--- src/rtl/csb_pkg.sv ---
//****************************************************************
//****************************************************************
package csb_pkg;
   localparam int          ADDR_W        = 22;
   localparam int          KEY_WORDS     = 8;
   localparam logic [21:0] FLASH_LO      = 22'h300000;
   localparam logic [21:0] FLASH_HI      = 22'h33ffff;
   localparam logic [21:0] PWD_LO        = 22'h33fff8;
   localparam logic [21:0] OTP_LO        = 22'h380400;
   localparam logic [21:0] OTP_HI        = 22'h3807ff;
   localparam logic [21:0] SRAM_BASE     = 22'h008000;
   localparam int          SRAM_BLK_SH   = 12;
   localparam logic [2:0]  SRAM_BLKS     = 3'h7;
   localparam logic [2:0]  SRAM_DMA_LO   = 3'h4;
   localparam logic [4:0]  PWD_WAIT      = 5'h10;
   localparam logic [3:0]  STRAP_RESET   = 4'hf;
   localparam logic [1:0]  SETTLE_CYC    = 2'h3;
   localparam logic [5:0]  GPIO_UART_RX  = 6'h1c;
   localparam logic [5:0]  GPIO_UART_TX  = 6'h1d;
   localparam logic [5:0]  GPIO_CAN_RX   = 6'h1e;
   localparam logic [5:0]  GPIO_CAN_TX   = 6'h1f;
   localparam logic [5:0]  GPIO_SPI_RX   = 6'h10;
   localparam logic [5:0]  GPIO_SPI_TX   = 6'h11;
   localparam logic [5:0]  GPIO_I2C_RX   = 6'h20;
   localparam logic [5:0]  GPIO_I2C_TX   = 6'h21;
   localparam logic [5:0]  GPIO_MSP_RX   = 6'h15;
   localparam logic [5:0]  GPIO_MSP_TX   = 6'h14;

   typedef enum logic [1:0] {
      SRC_CPU = 2'h0, SRC_DEBUG = 2'h1, SRC_DMA = 2'h2, SRC_LOADER = 2'h3
   } csb_src_type;
   typedef enum logic [1:0] {
      KIND_READ = 2'h0, KIND_WRITE = 2'h1, KIND_FETCH = 2'h2
   } csb_kind_type;
   typedef enum logic [3:0] {
      BT_FLASH, BT_UART, BT_SPI, BT_I2C, BT_CAN, BT_MSP, BT_XBUS16,
      BT_XBUS32, BT_OTP, BT_PAR_GPIO, BT_PAR_XBUS, BT_SRAM, BT_POLL
   } csb_boot_tgt_type;
   typedef enum logic [1:0] {
      ST_SETTLE = 2'b00, ST_SAMPLE = 2'b01, ST_HELD = 2'b11, ST_POLL = 2'b10
   } csb_strap_st_type;

   typedef struct packed {
      logic              valid;
      csb_src_type       src;
      csb_kind_type      kind;
      logic [21:0]       addr;
   } csb_acc_type;
   typedef struct packed {
      logic              valid;
      logic [2:0]        idx;
      logic [15:0]       data;
   } csb_word_type;
   typedef struct packed {
      logic              valid;
      logic [3:0]        code;
      csb_boot_tgt_type  target;
      logic              skip_cal;
      logic [5:0]        rx_gpio;
      logic [5:0]        tx_gpio;
   } csb_boot_type;
endpackage

--- src/rtl/csb_gate.sv ---
`timescale 1ns/100ps
`default_nettype none
module csb_gate (
   input  wire logic               CLK_I,
   input  wire logic               RESET_I,
   input  wire csb_pkg::csb_acc_type  ACC_I,
   input  wire logic [4:0]         FLASH_WS_I,
   input  wire csb_pkg::csb_word_type KEY_WR_I,
   input  wire csb_pkg::csb_word_type PWD_RD_I,
   input  wire logic [3:0]         STRAP_I,
   input  wire logic               EMU_ATTACHED_I,
   input  wire logic               EMU_WAIT_RESET_I,
   input  wire logic               EMU_IN_CONTROL_I,
   output logic                    ACC_DONE_O,
   output logic                    ACC_BLOCK_O,
   output logic [4:0]              ACC_WAIT_O,
   output logic                    LOCKED_O,
   output logic                    EMU_OPEN_O,
   output logic                    EMU_TRIP_O,
   output logic                    CORE_HOLD_O,
   output csb_pkg::csb_boot_type   BOOT_O
);
   import csb_pkg::*;

   //*************************************************************
   // pin synchronisers
   //*************************************************************
   logic [6:0] sync1_ff;
   logic [6:0] sync2_ff;
   always_ff @(posedge CLK_I) begin
      sync1_ff <= {EMU_IN_CONTROL_I, EMU_WAIT_RESET_I, EMU_ATTACHED_I,
                   STRAP_I};
      sync2_ff <= sync1_ff;
   end
   wire logic [3:0] strap_s = sync2_ff[3:0];
   wire logic       attached_s = sync2_ff[4];
   wire logic       wir_s = sync2_ff[5];
   wire logic       ctrl_s = sync2_ff[6];

   //*************************************************************
   // key and password store
   //*************************************************************
   logic [15:0] key_ff [KEY_WORDS];
   logic [15:0] pwd_ff [KEY_WORDS];
   logic [7:0]  seen_ff;
   always_ff @(posedge CLK_I) begin
      if (RESET_I) begin
         seen_ff <= 8'h00;
         for (int i = 0; i < KEY_WORDS; i++) begin
            key_ff[i] <= 16'h0000;
            pwd_ff[i] <= 16'h0000;
         end
      end else begin
         if (KEY_WR_I.valid) begin
            key_ff[KEY_WR_I.idx] <= KEY_WR_I.data;
         end
         // dummy reads fill the compare copy
         if (PWD_RD_I.valid) begin
            pwd_ff[PWD_RD_I.idx] <= PWD_RD_I.data;
            seen_ff[PWD_RD_I.idx] <= 1'b1;
         end
      end
   end

   logic [127:0] key_v;
   logic [127:0] pwd_v;
   always_comb begin
      key_v = '0;
      pwd_v = '0;
      for (int i = 0; i < KEY_WORDS; i++) begin
         key_v[16*i +: 16] = key_ff[i];
         pwd_v[16*i +: 16] = pwd_ff[i];
      end
   end
   wire logic all_seen = &seen_ff;
   // an all-zero password can never be matched: permanent lock
   wire logic full_ok = all_seen && (key_v == pwd_v) && (|pwd_v);
   wire logic emu_ok  = all_seen &&
        ((key_v[63:0] == pwd_v[63:0]) || (&pwd_v[63:0]));

   logic locked_ff;
   logic emu_open_ff;
   always_ff @(posedge CLK_I) begin
      if (RESET_I) begin
         locked_ff   <= 1'b1;
         emu_open_ff <= 1'b0;
      end else begin
         locked_ff   <= ~full_ok;
         emu_open_ff <= emu_ok | full_ok;
      end
   end
   assign LOCKED_O = locked_ff;
   assign EMU_OPEN_O = emu_open_ff;

   //*************************************************************
   // access classification
   //*************************************************************
   wire logic [21:0] sram_off = ACC_I.addr - SRAM_BASE;
   wire logic in_sram  = (ACC_I.addr >= SRAM_BASE) &&
        (sram_off[21:SRAM_BLK_SH+3] == '0);
   wire logic [2:0] blk = sram_off[SRAM_BLK_SH +: 3];
   wire logic in_flash = (ACC_I.addr >= FLASH_LO) && (ACC_I.addr <= FLASH_HI);
   wire logic in_otp   = (ACC_I.addr >= OTP_LO) && (ACC_I.addr <= OTP_HI);
   wire logic in_pwd   = (ACC_I.addr >= PWD_LO) && (ACC_I.addr <= FLASH_HI);
   wire logic secure   = in_flash || in_otp ||
        (in_sram && blk < SRAM_DMA_LO);
   wire logic ext_bus  = !in_flash && !in_otp && !in_sram;

   logic block_c;
   always_comb begin
      block_c = 1'b0;
      if (locked_ff && secure && (ACC_I.src == SRC_DEBUG ||
                                  ACC_I.src == SRC_LOADER)) begin
         block_c = 1'b1;
      end
      if (locked_ff && ext_bus && ACC_I.kind == KIND_FETCH) begin
         block_c = 1'b1;
      end
      if (ACC_I.src == SRC_DMA && !(in_sram && blk >= SRAM_DMA_LO)) begin
         block_c = 1'b1;
      end
   end

   logic       done_ff;
   logic       block_ff;
   logic [4:0] wait_ff;
   logic       trip_ff;
   always_ff @(posedge CLK_I) begin
      if (RESET_I) begin
         done_ff  <= 1'b0;
         block_ff <= 1'b0;
         wait_ff  <= 5'h00;
      end else begin
         done_ff  <= ACC_I.valid;
         block_ff <= ACC_I.valid && block_c;
         // fixed wait count so the compare never depends on setup
         wait_ff  <= (ACC_I.valid && in_pwd) ? PWD_WAIT : FLASH_WS_I;
      end
   end

   // trip is sticky; only a device reset reconnects
   always_ff @(posedge CLK_I) begin
      if (RESET_I) begin
         trip_ff <= 1'b0;
      end else if (ACC_I.valid && secure && attached_s && !emu_open_ff &&
                   ACC_I.src != SRC_DMA) begin
         trip_ff <= 1'b1;
      end
   end
   assign ACC_DONE_O  = done_ff;
   assign ACC_BLOCK_O = block_ff;
   assign ACC_WAIT_O  = wait_ff;
   assign EMU_TRIP_O  = trip_ff;

   logic hold_ff;
   always_ff @(posedge CLK_I) begin
      if (RESET_I) begin
         hold_ff <= 1'b1;
      end else begin
         hold_ff <= wir_s && !ctrl_s;
      end
   end
   assign CORE_HOLD_O = hold_ff;

   //*************************************************************
   // boot strap decode
   //*************************************************************
   function automatic csb_boot_type decode(input logic [3:0] c);
      csb_boot_type b;
      b = '0;
      b.valid = 1'b1;
      b.code = c;
      unique case (c)
         4'hf: b.target = BT_FLASH;
         4'he: begin
            b.target = BT_UART;
            b.rx_gpio = GPIO_UART_RX;
            b.tx_gpio = GPIO_UART_TX;
         end
         4'hd: begin
            b.target = BT_SPI;
            b.rx_gpio = GPIO_SPI_RX;
            b.tx_gpio = GPIO_SPI_TX;
         end
         4'hc: begin
            b.target = BT_I2C;
            b.rx_gpio = GPIO_I2C_RX;
            b.tx_gpio = GPIO_I2C_TX;
         end
         4'hb: begin
            b.target = BT_CAN;
            b.rx_gpio = GPIO_CAN_RX;
            b.tx_gpio = GPIO_CAN_TX;
         end
         4'ha: begin
            b.target = BT_MSP;
            b.rx_gpio = GPIO_MSP_RX;
            b.tx_gpio = GPIO_MSP_TX;
         end
         4'h9: b.target = BT_XBUS16;
         4'h8: b.target = BT_XBUS32;
         4'h7: b.target = BT_OTP;
         4'h6: b.target = BT_PAR_GPIO;
         4'h5: b.target = BT_PAR_XBUS;
         4'h4: b.target = BT_SRAM;
         4'h3: b.target = BT_POLL;
         4'h2: begin
            b.target = BT_FLASH;
            b.skip_cal = 1'b1;
         end
         4'h1: begin
            b.target = BT_SRAM;
            b.skip_cal = 1'b1;
         end
         4'h0: begin
            b.target = BT_UART;
            b.skip_cal = 1'b1;
            b.rx_gpio = GPIO_UART_RX;
            b.tx_gpio = GPIO_UART_TX;
         end
      endcase
      return b;
   endfunction

   // wait for the synchroniser to fill before trusting the straps
   csb_strap_st_type st_ff;
   logic [1:0]       settle_ff;
   csb_boot_type     boot_ff;
   always_ff @(posedge CLK_I) begin
      if (RESET_I) begin
         st_ff     <= ST_SETTLE;
         settle_ff <= 2'h0;
         boot_ff   <= '0;
      end else begin
         unique case (st_ff)
            ST_SETTLE: begin
               settle_ff <= settle_ff + 2'h1;
               if (settle_ff == SETTLE_CYC) begin
                  st_ff <= ST_SAMPLE;
               end
            end
            ST_SAMPLE, ST_POLL: begin
               boot_ff <= decode(strap_s);
               st_ff   <= (strap_s == 4'h3) ? ST_POLL : ST_HELD;
            end
            ST_HELD: st_ff <= ST_HELD;
         endcase
      end
   end
   assign BOOT_O = boot_ff;
endmodule
`default_nettype wire

--- config.mk ---
export PLATFORM = sky130hd
export DESIGN_NAME = csb_gate
export DESIGN_NICKNAME = d
export VERILOG_FILES = /design/src/rtl/csb_pkg.sv /design/src/rtl/csb_gate.sv
export SDC_FILE = /design/constraint.sdc
export NUM_CORES = 1
export LEC_CHECK = 0
export ABC_CLOCK_PERIOD_IN_PS = 2250
export BUFFER_PORTS_ARGS = -buffer_cell sky130_fd_sc_hd__buf_2
export CORE_ASPECT_RATIO = 0.8
export CORE_MARGIN = 2
export CORE_UTILIZATION = 32
export CTS_BUF_LIST = sky130_fd_sc_hd__clkbuf_16
export DETAILED_ROUTE_END_ITERATION = 12
export HOLD_SLACK_MARGIN = 0.02
export PLACE_DENSITY_LB_ADDON = 0.12
export SYNTH_ARGS = -nofsm -noshare
export SYNTH_HDL_FRONTEND = slang
export SYNTH_SLANG_ARGS = --single-unit
--- constraint.sdc ---
create_clock -name CLK_I -period 2.25 [get_ports CLK_I]
set_clock_uncertainty 0.05 [all_clocks]
set_input_delay 0.225 -clock CLK_I [delete_from_list [all_inputs] [get_ports CLK_I]]
set_output_delay 0.225 -clock CLK_I [all_outputs]
set_load 0.02 [all_outputs]
-- Word level (Yosys, flattened, before mapping)
Memory sizes are Yosys's and may differ from the RTL's.
Index checks and enable logic that the tools add are counted.
- reduce and logical (&&, ||, !) cells: 48
- shift-type cells: 0
- order comparisons: 10
- equality and inequality tests: 27
- divide/modulo/power cells: 0
- add/subtract/negate cells: 2
- multipliers: 0
- bitwise logic cells: 3
- multiplexer cells: 26
- operator list (kind ; count):
    equality test 128 bit ; 1
    OR reduction 128 bit ; 1
    greater-or-equal comparator 22 bit (second input constant) ; 3
    equality test 64 bit ; 1
    AND reduction 64 bit ; 1
    one-hot mux 12 bit (5 select lines) ; 1
    one-hot mux 4 bit (13 select lines) ; 1
    less-or-equal comparator 22 bit (second input constant) ; 2
    equality test 4 bit (second input constant) ; 8
    2-to-1 mux 16 bit ; 2
    OR reduction 16 bit ; 2
    logical AND 1 bit ; 24
    greater-or-equal comparator 22 x 16 -> 1 bit (second input constant) ; 1
    subtractor 22 x 16 -> 22 bit (second input constant) ; 1
    equality test 4 x 3 -> 1 bit (second input constant) ; 4
    2-to-1 mux 1 bit ; 16
    equality test 2 bit (second input constant) ; 6
    OR reduction 2 bit ; 5
    equality test 4 x 2 -> 1 bit (second input constant) ; 2
    OR 8 bit ; 1
    AND reduction 8 bit ; 1
    logical NOT 7 bit ; 1
    logical NOT 1 bit ; 6
    2-to-1 mux 3 bit ; 2
    other kinds (18) ; 23
- memories kept: 2
- output and inout bits: 33
- bits in registers: 59
- input bits: 81
- RAM bits: 256
- latch bits: 0
- logic and storage cells: 137
- memory bits (read-only): 0
- memories (name ; words ; bits a word ; rd ports ; clocked after Yosys merged registers in ; wr ports ; RTL line ; source):
    key_ff ; 8 ; 16 ; 8 ; 0 ; 8 ; csb_gate.sv:43 ; logic [15:0] key_ff [KEY_WORDS];
    pwd_ff ; 8 ; 16 ; 8 ; 0 ; 8 ; csb_gate.sv:44 ; logic [15:0] pwd_ff [KEY_WORDS];

-- Longest topological paths before layout
Gate-level depths: netlist of the first run.
- depth in word-level cells: 11
- mapped depth: 7
- depth with buffers taken out: 6

-- Worst setup path after synthesis of the first run
No wires, ideal clock.
- path kind: input to register
- start point: in RESET_I
- end point: mem pwd_ff[6][0] (enable)
- cell stages on the path: 4
- path buffers: 1
- setup slack: 0.009 ns
- setup time: 0.411 ns
- data required time: 1.789 ns
- arrival time: 1.779 ns
- cell sequence: inv_1 buf_2 nand3_1 o21ai_0
- RTL lines (element ; RTL line ; source):
    start: declaration ; csb_gate.sv:5 ; input wire logic RESET_I,
    end: declaration ; csb_gate.sv:44 ;

==> results of run 1 <==
-- routing by layer --
metal	up-vias	track usage (%)	wire (um)
li1	3991	-	-
met1	4221	30.74	21080
met2	350	26.12	16510
met3	46	4.370	3044
met4	0	3.476	541
met5	-	0	0
-- placed cells by master (no fill, tap or decap), types with 5 or more instances in the layout --
cell type      count
a21o_1             7
dlygate4sd3_1     14
clkbuf_16         37
nor3_1             9
dfxtp_1           54
nand4_1           60
o21ai_1           12
nand2b_1           7
a21oi_1            8
xnor2_1          113
o22ai_1            6
buf_2            110
nand3_1            6
nor2_1            38
clkinv_1           5
edfxtp_1         256
nand2_1           10
nor4_1            48
buf_4             39
inv_1             27
and2_1           256
mux2i_1           11
-- worst max-delay path, stage by stage, from the launching register on --
cell and delay, ns:
edfxtp_1 0.52, xnor2_1 0.21, nand4_1 0.13, nor4_2 0.29, buf_4 0.16, nand4_1 0.19
a2111o_1 0.45
-- final cells by class --
type                       count  area (um2)
clock inverter                25       196.4
clock buffer                  37       925.9
inverter                      19       71.32
antenna                        1       2.502
multi-input combinational    651        4359
fill                        3910       24890
sequential                   310        8768
timing repair buffer         163       983.4
tap                          544       680.7
-- sequential cells by signal (all words and copies together), names as in the netlist, 2 cells and up --
name and cells:
BOOT_O 17, settle_ff 2, sync2_ff 7, sync1_ff 7, pwd_ff 128, seen_ff 8
key_ff 128, ACC_WAIT_O 5, st_ff 2
-- power breakdown --
part | total, mW | internal (mW) | switching (mW) | leakage (nW)
combinational | 1.52 | 0.631 | 0.892 | 2.28
sequential | 7.11 | 6.67 | 0.443 | 2.90
clock | 5.66 | 3.32 | 2.34 | 0.582
total | 14.3 | 10.6 | 3.68 | 5.76
-- cells by family (layout without fill, tap and decap cells) --
family	Yosys count	count (layout)	synth area share (%)
adders and majority gates	4	4	0.3759
AOI/OAI and AO/OA	52	52	2.556
DFF	310	310	65.85
and+or+nand+nor	467	467	21.08
xor gates and xnor gates	117	117	7.696
other	0	1	0
muxes	11	11	0.8269
buffers and inverters	52	244	1.616
-- path summary, 6_finish.rpt --
path,to,cells past startpoint
worst max-delay path,LOCKED_O,6
worst min-delay path,ACC_BLOCK_O,4
worst max register to register,LOCKED_O,6
worst min register to register,sync2_ff[4],0
-- timing repair --
action | CTS | global route
resized for setup | 0 | 3
hold buffers | 14 | 0
endpoints found under the hold margin | 14 | 0
setup endpoints to repair | 0 | 33
-- through the flow --
step	power, mW	setup WS [ns]
2_1_floorplan	7.997	0.009333
3_3_place_gp	8.726	0.1678
3_5_place_dp	8.728	0.1331
4_1_cts	14.43	0.1132
5_1_grt	14.83	0.005487
6_report	14.29	0.1298
==> out/results.ini, run 1 <==
[clock_tree]
clk_path_buf_depth = 3
cts.sinks = 310
cts_made_buffers = 35
postCtsSetupRepairBufs = 0
cts.clk_slew.worst_paths_ns = 0.06
cts_tree = done
htree_levels = 2
clk_latency_ns = 0.53
cts-root-buf = clkbuf_16

[timing]
whs_ns = 0.05130
finalSetupViolCount = 0
setup-tns-final_ns = 0
maxSlewViolCount = 0
finalCritPeriodShare_pct = 94.23
maxSlewHeadroom_pct = 23.33
tightest_slew_ns = 1.146
rsz0062_at_grt = false
max_freq_mhz = 471.7
period_minus_slack_ns = 2.120
hold_viol_final = 0

[yosys]
synth_edf_count = 256
synth_top_area_share_pct = 57.73
avgSynthCellArea_um2 = 13.14
async_flop_share_pct = 0
synth.top_cells.by_area = edfxtp_1 58%, and2_1 12%, dfxtp_1 8.1%
ys_warn_count = 0
yosys.area.top_type = edfxtp_1
synth_nets = 1098
ys_seq_elements = 310
ys_top_cells_by_count = 256 x and2_1, 256 x edfxtp_1, 113 x xnor2_1
syn_area_um2 = 13320
yosys.cell_types.count = 42
netlist_instances = 1013
synthFlopType = edfxtp_1
seq_area_frac_synth_pct = 65.85

[pwr]
ir_drop_uv = 496.7
p_per_area_nw_per_um2 = 894.0
p_leak_nw = 5.764

[floorplanning]
boundaryPins = 114
initial_core_util_pct = 32.57
row_count = 66
core_area_um2 = 40880
die_y_um = 186.5
chipWidth_um = 232.1
dieArea_um2 = 43270

[setup_path]
path_max_fanout = 3
r2r_setup_slack_ns = 0.13
startpoint = pwd_ff[3][1]
critPathKind = reg -> reg
crit_arrival_ns = 2.47
startpoint_type = register
r2r_start = pwd_ff[3][1]
end_kind = register
critPathRequiredTime_ns = 2.60

[detailed_routing]
drt_first_pass_iters = 5
dr.first_iter.drc_count = 914
viasPerCell = 4.919
postRouteAntennaNets = 0
drt-total-wl_um = 41170
drc = 0
vias = 8608
wl_per_cell_um = 23.53

[place]
port_buffers = 110
placed_area_um2 = 14710
place_congestion = 0.9020
dp_hpwl_um = 30350
dp.cells = 1673

[grt]
grt_first_pass_wirelength_um = 59370
grt_max_degree = 24
grt_usage_pct = 19.17
overflow = 0
antenna_found_initial = 3
grt_pass1_vias = 8430

[hold_path]
min_from = ACC_I[14]
hold_path.class = in -> reg

[final_layout]
stdcell_count = 1750
drive_above_1_share_pct = 17.43
fin_area_um2 = 15990
area_delta_synth_final_pct = 20.07
final_nets = 1265
utilization_pct = 39.11

[run]
max_cap_viol_count = 0

[run_status]
status = finished clean

(Power assumes the default switching activity.)
==> inputs of run 2 (changes only) <==
--- a/config.mk
+++ b/config.mk
@@ -5,7 +5,7 @@
 export SDC_FILE = /design/constraint.sdc
 export NUM_CORES = 1
 export LEC_CHECK = 0
-export ABC_CLOCK_PERIOD_IN_PS = 2250
+export ABC_CLOCK_PERIOD_IN_PS = 2000
 export BUFFER_PORTS_ARGS = -buffer_cell sky130_fd_sc_hd__buf_2
 export CORE_ASPECT_RATIO = 0.8
 export CORE_MARGIN = 2
==> constraint.sdc (replaced) <==
create_clock -name CLK_I -period 2 [get_ports CLK_I]
set_clock_uncertainty 0.05 [all_clocks]
set_input_delay 0.2 -clock CLK_I [delete_from_list [all_inputs] [get_ports CLK_I]]
set_output_delay 0.2 -clock CLK_I [all_outputs]
set_load 0.02 [all_outputs]
==> run 2 against run 1 <==
Effect of this change: the run now ends with negative setup slack left; cell area grew 2.9%; setup slack lost 0.17 ns; routed wire length grew 4.3%; global-route usage grew 0.86 points; die area is the same; sequential share of layout area shrank 1.5 points; first-iteration DRC count shrank 0.77%; non-clock buffer count grew 51; largest cell class unchanged.
==> out/results.ini, run 2 (same netlist as run 1, synthesis figures left out) <==
[setup_path]
worstReg2RegEnd = LOCKED_O
startpoint = pwd_ff[2][1]
critPathRequiredTime_ns = 2.35  ; -0.25 ns
startpoint_type = register
r2r_start = pwd_ff[2][1]
path_delay_family = simple AND/OR/NAND/NOR gates
path_max_fanout = 2  ; -1
path_cells = xnor2_2 -> nand4_1 -> nor4_2 -> buf_4 -> nand4_1 -> a2111o_1
r2r_setup_slack_ns = -0.04  ; -0.17 ns
slowest_stage = edfxtp_1
critPathKind = reg -> reg
max_stage_delay_ns = 0.51  ; about the same
crit_buf_inv = 1  ; unchanged
end_kind = register
crit_arrival_ns = 2.39  ; -0.08 ns
cp_common_cell = nand4_1
worstSetupEndpoint = LOCKED_O
cp.depth = 6  ; unchanged
rr_worst_depth = 6  ; unchanged

[run]
max_cap_viol_count = 0  ; unchanged

[clock_tree]
cts-root-buf = clkbuf_16
clk_latency_ns = 0.53  ; about the same
cts.sinks = 310  ; unchanged
cts.clk_slew.worst_paths_ns = 0.06  ; about the same
clk_path_buf_depth = 3  ; unchanged
cts_made_buffers = 35  ; unchanged
htree_levels = 2  ; unchanged
cts_tree = done

[timing]
maxSlewHeadroom_pct = 27.72  ; +4.4 points
rsz0062_at_grt = true
finalCritPeriodShare_pct = 102.1  ; +7.9 points
tightest_slew_ns = 1.080  ; -0.06565 ns
maxSlewViolCount = 0  ; unchanged
hold_viol_final = 0  ; unchanged
max_freq_mhz = 489.7  ; +3.8%
period_minus_slack_ns = 2.042  ; -0.07817 ns
finalSetupViolCount = 1  ; +1
setup_ws_ns = -0.04202  ; -0.1718 ns
whs_ns = 0.03560  ; -0.01571 ns

[final_layout]
utilization_pct = 40.24  ; +1.1 points
antenna_cells = 0  ; -1
fillCellCount = 3863  ; -1.2%
area_delta_synth_final_pct = 23.55
final_nets = 1316  ; +4.0%
drive_above_1_share_pct = 20.78  ; +3.4 points
fin_area_um2 = 16450  ; +2.9%
final_cell_mix = 256 x and2_1, 256 x edfxtp_1, 110 x buf_2

[pwr]
p_per_area_nw_per_um2 = 967.0  ; +8.2%
power_mw = 15.91  ; +11%
ir_drop_uv = 687.5  ; +38%
p_leak_nw = 6.015  ; +4.4%

[detailed_routing]
vias = 8866  ; +3.0%
postRouteAntennaNets = 0  ; unchanged
drc = 0  ; unchanged
drt-total-wl_um = 42940  ; +4.3%
wl_per_cell_um = 23.85  ; +1.4%
viasPerCell = 4.926  ; +0.14%
drt_first_pass_iters = 5  ; unchanged
dr.first_iter.drc_count = 907  ; -0.77%

[place]
dp_hpwl_um = 31230  ; +2.9%
place_congestion = 0.9055  ; +0.39%
port_buffers = 110  ; unchanged
placed_area_um2 = 15130  ; +2.8%

[grt]
antenna_found_initial = 0  ; -3
grt_pass1_vias = 8671  ; +2.9%
grt_max_degree = 24  ; unchanged
grt_first_pass_wirelength_um = 61890  ; +4.2%
overflow = 0  ; unchanged
grt_usage_pct = 20.04  ; +0.86 points

[hold_path]
hold_depth = 3  ; -1
min_from = ACC_I[4]
hold_path.class = in -> reg

[run_status]
failed_checks = negative setup slack
status = finished, violations left

[floorplanning]
chipWidth_um = 232.1  ; unchanged
die_y_um = 186.5  ; unchanged
core_area_um2 = 40880  ; unchanged
boundaryPins = 114  ; unchanged
initial_core_util_pct = 32.57  ; unchanged
dieArea_um2 = 43270  ; unchanged
row_count = 66  ; unchanged

## run 2: cell count changes in the layout (fill, tap and decap cells not counted), moves of 2 or more
cell,before,now
bufinv_16,3,1
xnor2_1,113,109
nor2_2,2,0
dlygate4sd3_1,14,17
xnor2_2,0,4
nor4_1,48,44
buf_4,39,80
buf_12,0,7
nor4_2,3,7
inv_1,27,24
clkinv_1,5,12
nor2_1,38,40
## run 2: worst register-to-register path, cell delays in order, from the launching register on
cell	delay, ns
edfxtp_1	0.51
xnor2_2	0.19
nand4_1	0.12
nor4_2	0.29
buf_4	0.15
nand4_1	0.20
a2111o_1	0.41
## run 2: final cells by class
type	instances	area, um2	share of cell area [%]
Clock inverter	26	155.1	0.9431
Timing Repair Buffer	214	1461	8.883
Tap cell	544	680.7	4.138
Clock buffer	36	900.9	5.476
Inverter	19	71.32	0.4335
Sequential cell	310	8768	53.30
Multi-Input combinational cell	651	4413	26.83
## run 2: timing repair
action,CTS,global route
endpoints found under the hold margin,15,0
resized for setup,7,3
endpoints found under the setup margin,2,2
pin swaps,7,2
setup buffers,1,3
hold buffers,17,0
## run 2: through the flow
step | setup WS [ns] | TNS, ns | std cells
2_1_floorplan | -0.2157 | -17.22 | 1013
3_3_place_gp | -0.1706 | -1.523 | 1717
3_5_place_dp | -0.1654 | -2.828 | 1717
4_1_cts | -0.01513 | -0.01513 | 1797
5_1_grt | -0.09094 | -0.1452 | 1800
6_report | -0.04202 | -0.04202 | 1800
## run 2: how the worst min path moves through the flow
stage                         end  slack [ns]
floorplan             sync1_ff[0]        0.18
global placement      sync1_ff[1]        0.25
detailed placement    sync1_ff[2]        0.25
CTS                 ACC_WAIT_O[2]        0.02
global route         key_ff[4][7]        0.06
finish              ACC_WAIT_O[2]        0.04
## run 2: routing by layer
layer	up-vias	wire length (um)	GRT usage, %
li1	4086	-	-
met1	4367	21780	32.44
met2	362	16770	26.30
met3	51	3635	5.028
met4	0	760	4.241
met5	-	0	0
## run 2: where the power goes
| part | switching (mW) | internal [mW] | leakage, nW |
|---|---|---|---|
| logic | 1.04 | 0.803 | 2.58 |
| clock network | 2.67 | 3.40 | 0.535 |
| registers | 0.491 | 7.50 | 2.90 |
| total | 4.20 | 11.7 | 6.01 |
==> inputs of run 3 (changes only) <==
--- a/config.mk
+++ b/config.mk
@@ -12,8 +12,9 @@
 export CORE_UTILIZATION = 32
 export CTS_BUF_LIST = sky130_fd_sc_hd__clkbuf_16
 export DETAILED_ROUTE_END_ITERATION = 12
-export HOLD_SLACK_MARGIN = 0.02
+export HOLD_SLACK_MARGIN = 0.03
 export PLACE_DENSITY_LB_ADDON = 0.12
+export SKIP_LAST_GASP = 1
 export SYNTH_ARGS = -nofsm -noshare
 export SYNTH_HDL_FRONTEND = slang
 export SYNTH_SLANG_ARGS = --single-unit
==> run 3 against run 2 <==
Effect of this change: the flow still finishes with violations (negative setup slack); hold slack improved by 0.023 ns; cell count rose by 0.17%; global-route usage barely moved; first-iteration DRC count fell by 0.88%; flip-flop and latch count did not move; non-clock buffer count rose by 3; total power barely moved; setup slack improved by 0.0070 ns; via count rose by 0.54%; sequential share of layout area fell by 0.085 points; critical path type unchanged; critical endpoint unchanged; largest cell class unchanged; largest power group unchanged.
==> out/results.ini, run 3 (same netlist as run 1, synthesis figures left out) <==
[grt]
grt.met3_usage_pct = 5.043  ; +0.015 points
top_usage_layer = met1
grt_use_met2_pct = 26.41  ; +0.10 points
grt_max_degree = 24  ; unchanged
grt_first_pass_wirelength_um = 62000  ; +0.18%
antenna_found_initial = 0  ; unchanged
grt_usage_pct = 20.07  ; +0.032 points
overflow = 0  ; unchanged
grt_pass1_vias = 8690  ; +0.22%
grt_use_met1_pct = 32.44  ; about the same

[detailed_routing]
drt-total-wl_um = 43020  ; +0.20%
viasPerCell = 4.944  ; +0.37%
drt_first_pass_iters = 5  ; unchanged
dr.first_iter.drc_count = 899  ; -0.88%
drc = 0  ; unchanged
vias = 8914  ; +0.54%
postRouteAntennaNets = 0  ; unchanged
wl_per_cell_um = 23.86  ; about the same

[final_layout]
final_nets = 1319  ; +0.23%
drive_above_1_share_pct = 20.65  ; -0.13 points
fin_area_um2 = 16480  ; +0.16%
utilization_pct = 40.31  ; +0.064 points
stdcell_count = 1803  ; +0.17%
final_cell_mix = 256 x and2_1, 256 x edfxtp_1, 110 x buf_2
area_delta_synth_final_pct = 23.75
antenna_cells = 0  ; unchanged

[setup_path]
critPathRequiredTime_ns = 2.35  ; about the same
slowest_stage = edfxtp_1
r2r_setup_slack_ns = -0.04  ; about the same
cp_common_cell = nand4_1
end_kind = register
critPathKind = reg -> reg
cp.depth = 6  ; unchanged
crit_buf_inv = 1  ; unchanged
path_max_fanout = 2  ; unchanged
path_delay_family = simple AND/OR/NAND/NOR gates
startpoint_type = register
crit_arrival_ns = 2.39  ; about the same
max_stage_delay_ns = 0.48  ; -0.03 ns
rr_worst_depth = 6  ; unchanged
path_cells = xnor2_2 -> nand4_1 -> nor4_2 -> buf_4 -> nand4_1 -> a2111o_1

[clock_tree]
cts-root-buf = clkbuf_16
cts.clk_slew.worst_paths_ns = 0.06  ; about the same
clk_latency_ns = 0.53  ; about the same
clk_path_buf_depth = 3  ; unchanged
cts_tree = done
cts.sinks = 310  ; unchanged
cts_made_buffers = 35  ; unchanged
htree_levels = 2  ; unchanged

[place]
port_buffers = 110  ; unchanged
dp_slack_ns = -0.1654  ; unchanged
place_congestion = 0.9055  ; unchanged
dp_hpwl_um = 31230  ; unchanged
placed_area_um2 = 15130  ; unchanged
dp.cells = 1717  ; unchanged

[timing]
period_minus_slack_ns = 2.035  ; -0.007022 ns
finalSetupViolCount = 2  ; +1
rsz0062_at_grt = true
tightest_slew_ns = 1.043  ; -0.03693 ns
hold_viol_final = 0  ; unchanged
maxSlewViolCount = 0  ; unchanged
setup-tns-final_ns = -0.04605  ; -0.004021 ns
setup_ws_ns = -0.03500  ; +0.007022 ns
max_freq_mhz = 491.4  ; +0.35%
whs_ns = 0.05811  ; +0.02251 ns
maxSlewHeadroom_pct = 30.19  ; +2.5 points
finalCritPeriodShare_pct = 101.8  ; -0.35 points

[pwr]
power_mw = 15.92  ; about the same
ir_drop_uv = 687.5  ; about the same
p_leak_nw = 6.031  ; +0.28%
p_per_area_nw_per_um2 = 966.4  ; about the same

[floorplanning]
core_area_um2 = 40880  ; unchanged
dieArea_um2 = 43270  ; unchanged
boundaryPins = 114  ; unchanged
chipWidth_um = 232.1  ; unchanged
initial_core_util_pct = 32.57  ; unchanged
row_count = 66  ; unchanged
die_y_um = 186.5  ; unchanged

[hold_path]
hold_path.class = in -> reg
hold_depth = 2  ; -1

[run_status]
failed_checks = negative setup slack
status = finished, violations left

[run]
max_cap_viol_count = 0  ; unchanged

run 3: cell count changes in the layout (fill, tap and decap cells not counted):
cell / before / now
dlygate4sd3_1: 17 / 20
a21oi_2: 1 / 0
a21oi_1: 7 / 8
run 3: cell type report:
| type | instances | area, um2 |
|---|---|---|
| Clock buffer | 36 | 900.9 |
| Clock inverter | 26 | 155.1 |
| Fill cell | 3866 | 24400 |
| Inverter | 19 | 71.32 |
| Multi-Input combinational cell | 651 | 4409 |
| Sequential cell | 310 | 8768 |
| Tap cell | 544 | 680.7 |
| Timing Repair Buffer | 217 | 1491 |
run 3: per-layer routing:
metal	up-vias	share of wire, %	routed length, um
met4	0	1.8	755
met3	51	8.1	3485
met2	359	39	16850
li1	4094	-	-
met1	4410	51	21930
met5	-	0	0
run 3: path summary, 6_finish.rpt:
kind | start | end
setup / recovery | pwd_ff[2][12] | LOCKED_O
hold / removal | KEY_WR_I[7] | key_ff[5][7]
setup reg to reg | pwd_ff[2][12] | LOCKED_O
hold reg to reg | sync1_ff[3] | sync2_ff[3]
run 3: repair_timing:
item                                   CTS  global route
setup endpoints to repair                2             2
resized for setup                        7             2
buffers inserted                         1             3
pin swaps                                7             2
endpoints found under the hold margin   15             0
hold buffers                            20             0
run 3: power breakdown:
| group | internal, mW | total, mW | switching (mW) |
|---|---|---|---|
| clock network | 3.40 | 6.08 | 2.68 |
| logic | 0.807 | 1.85 | 1.05 |
| registers | 7.50 | 7.99 | 0.492 |
| total | 11.7 | 15.9 | 4.21 |
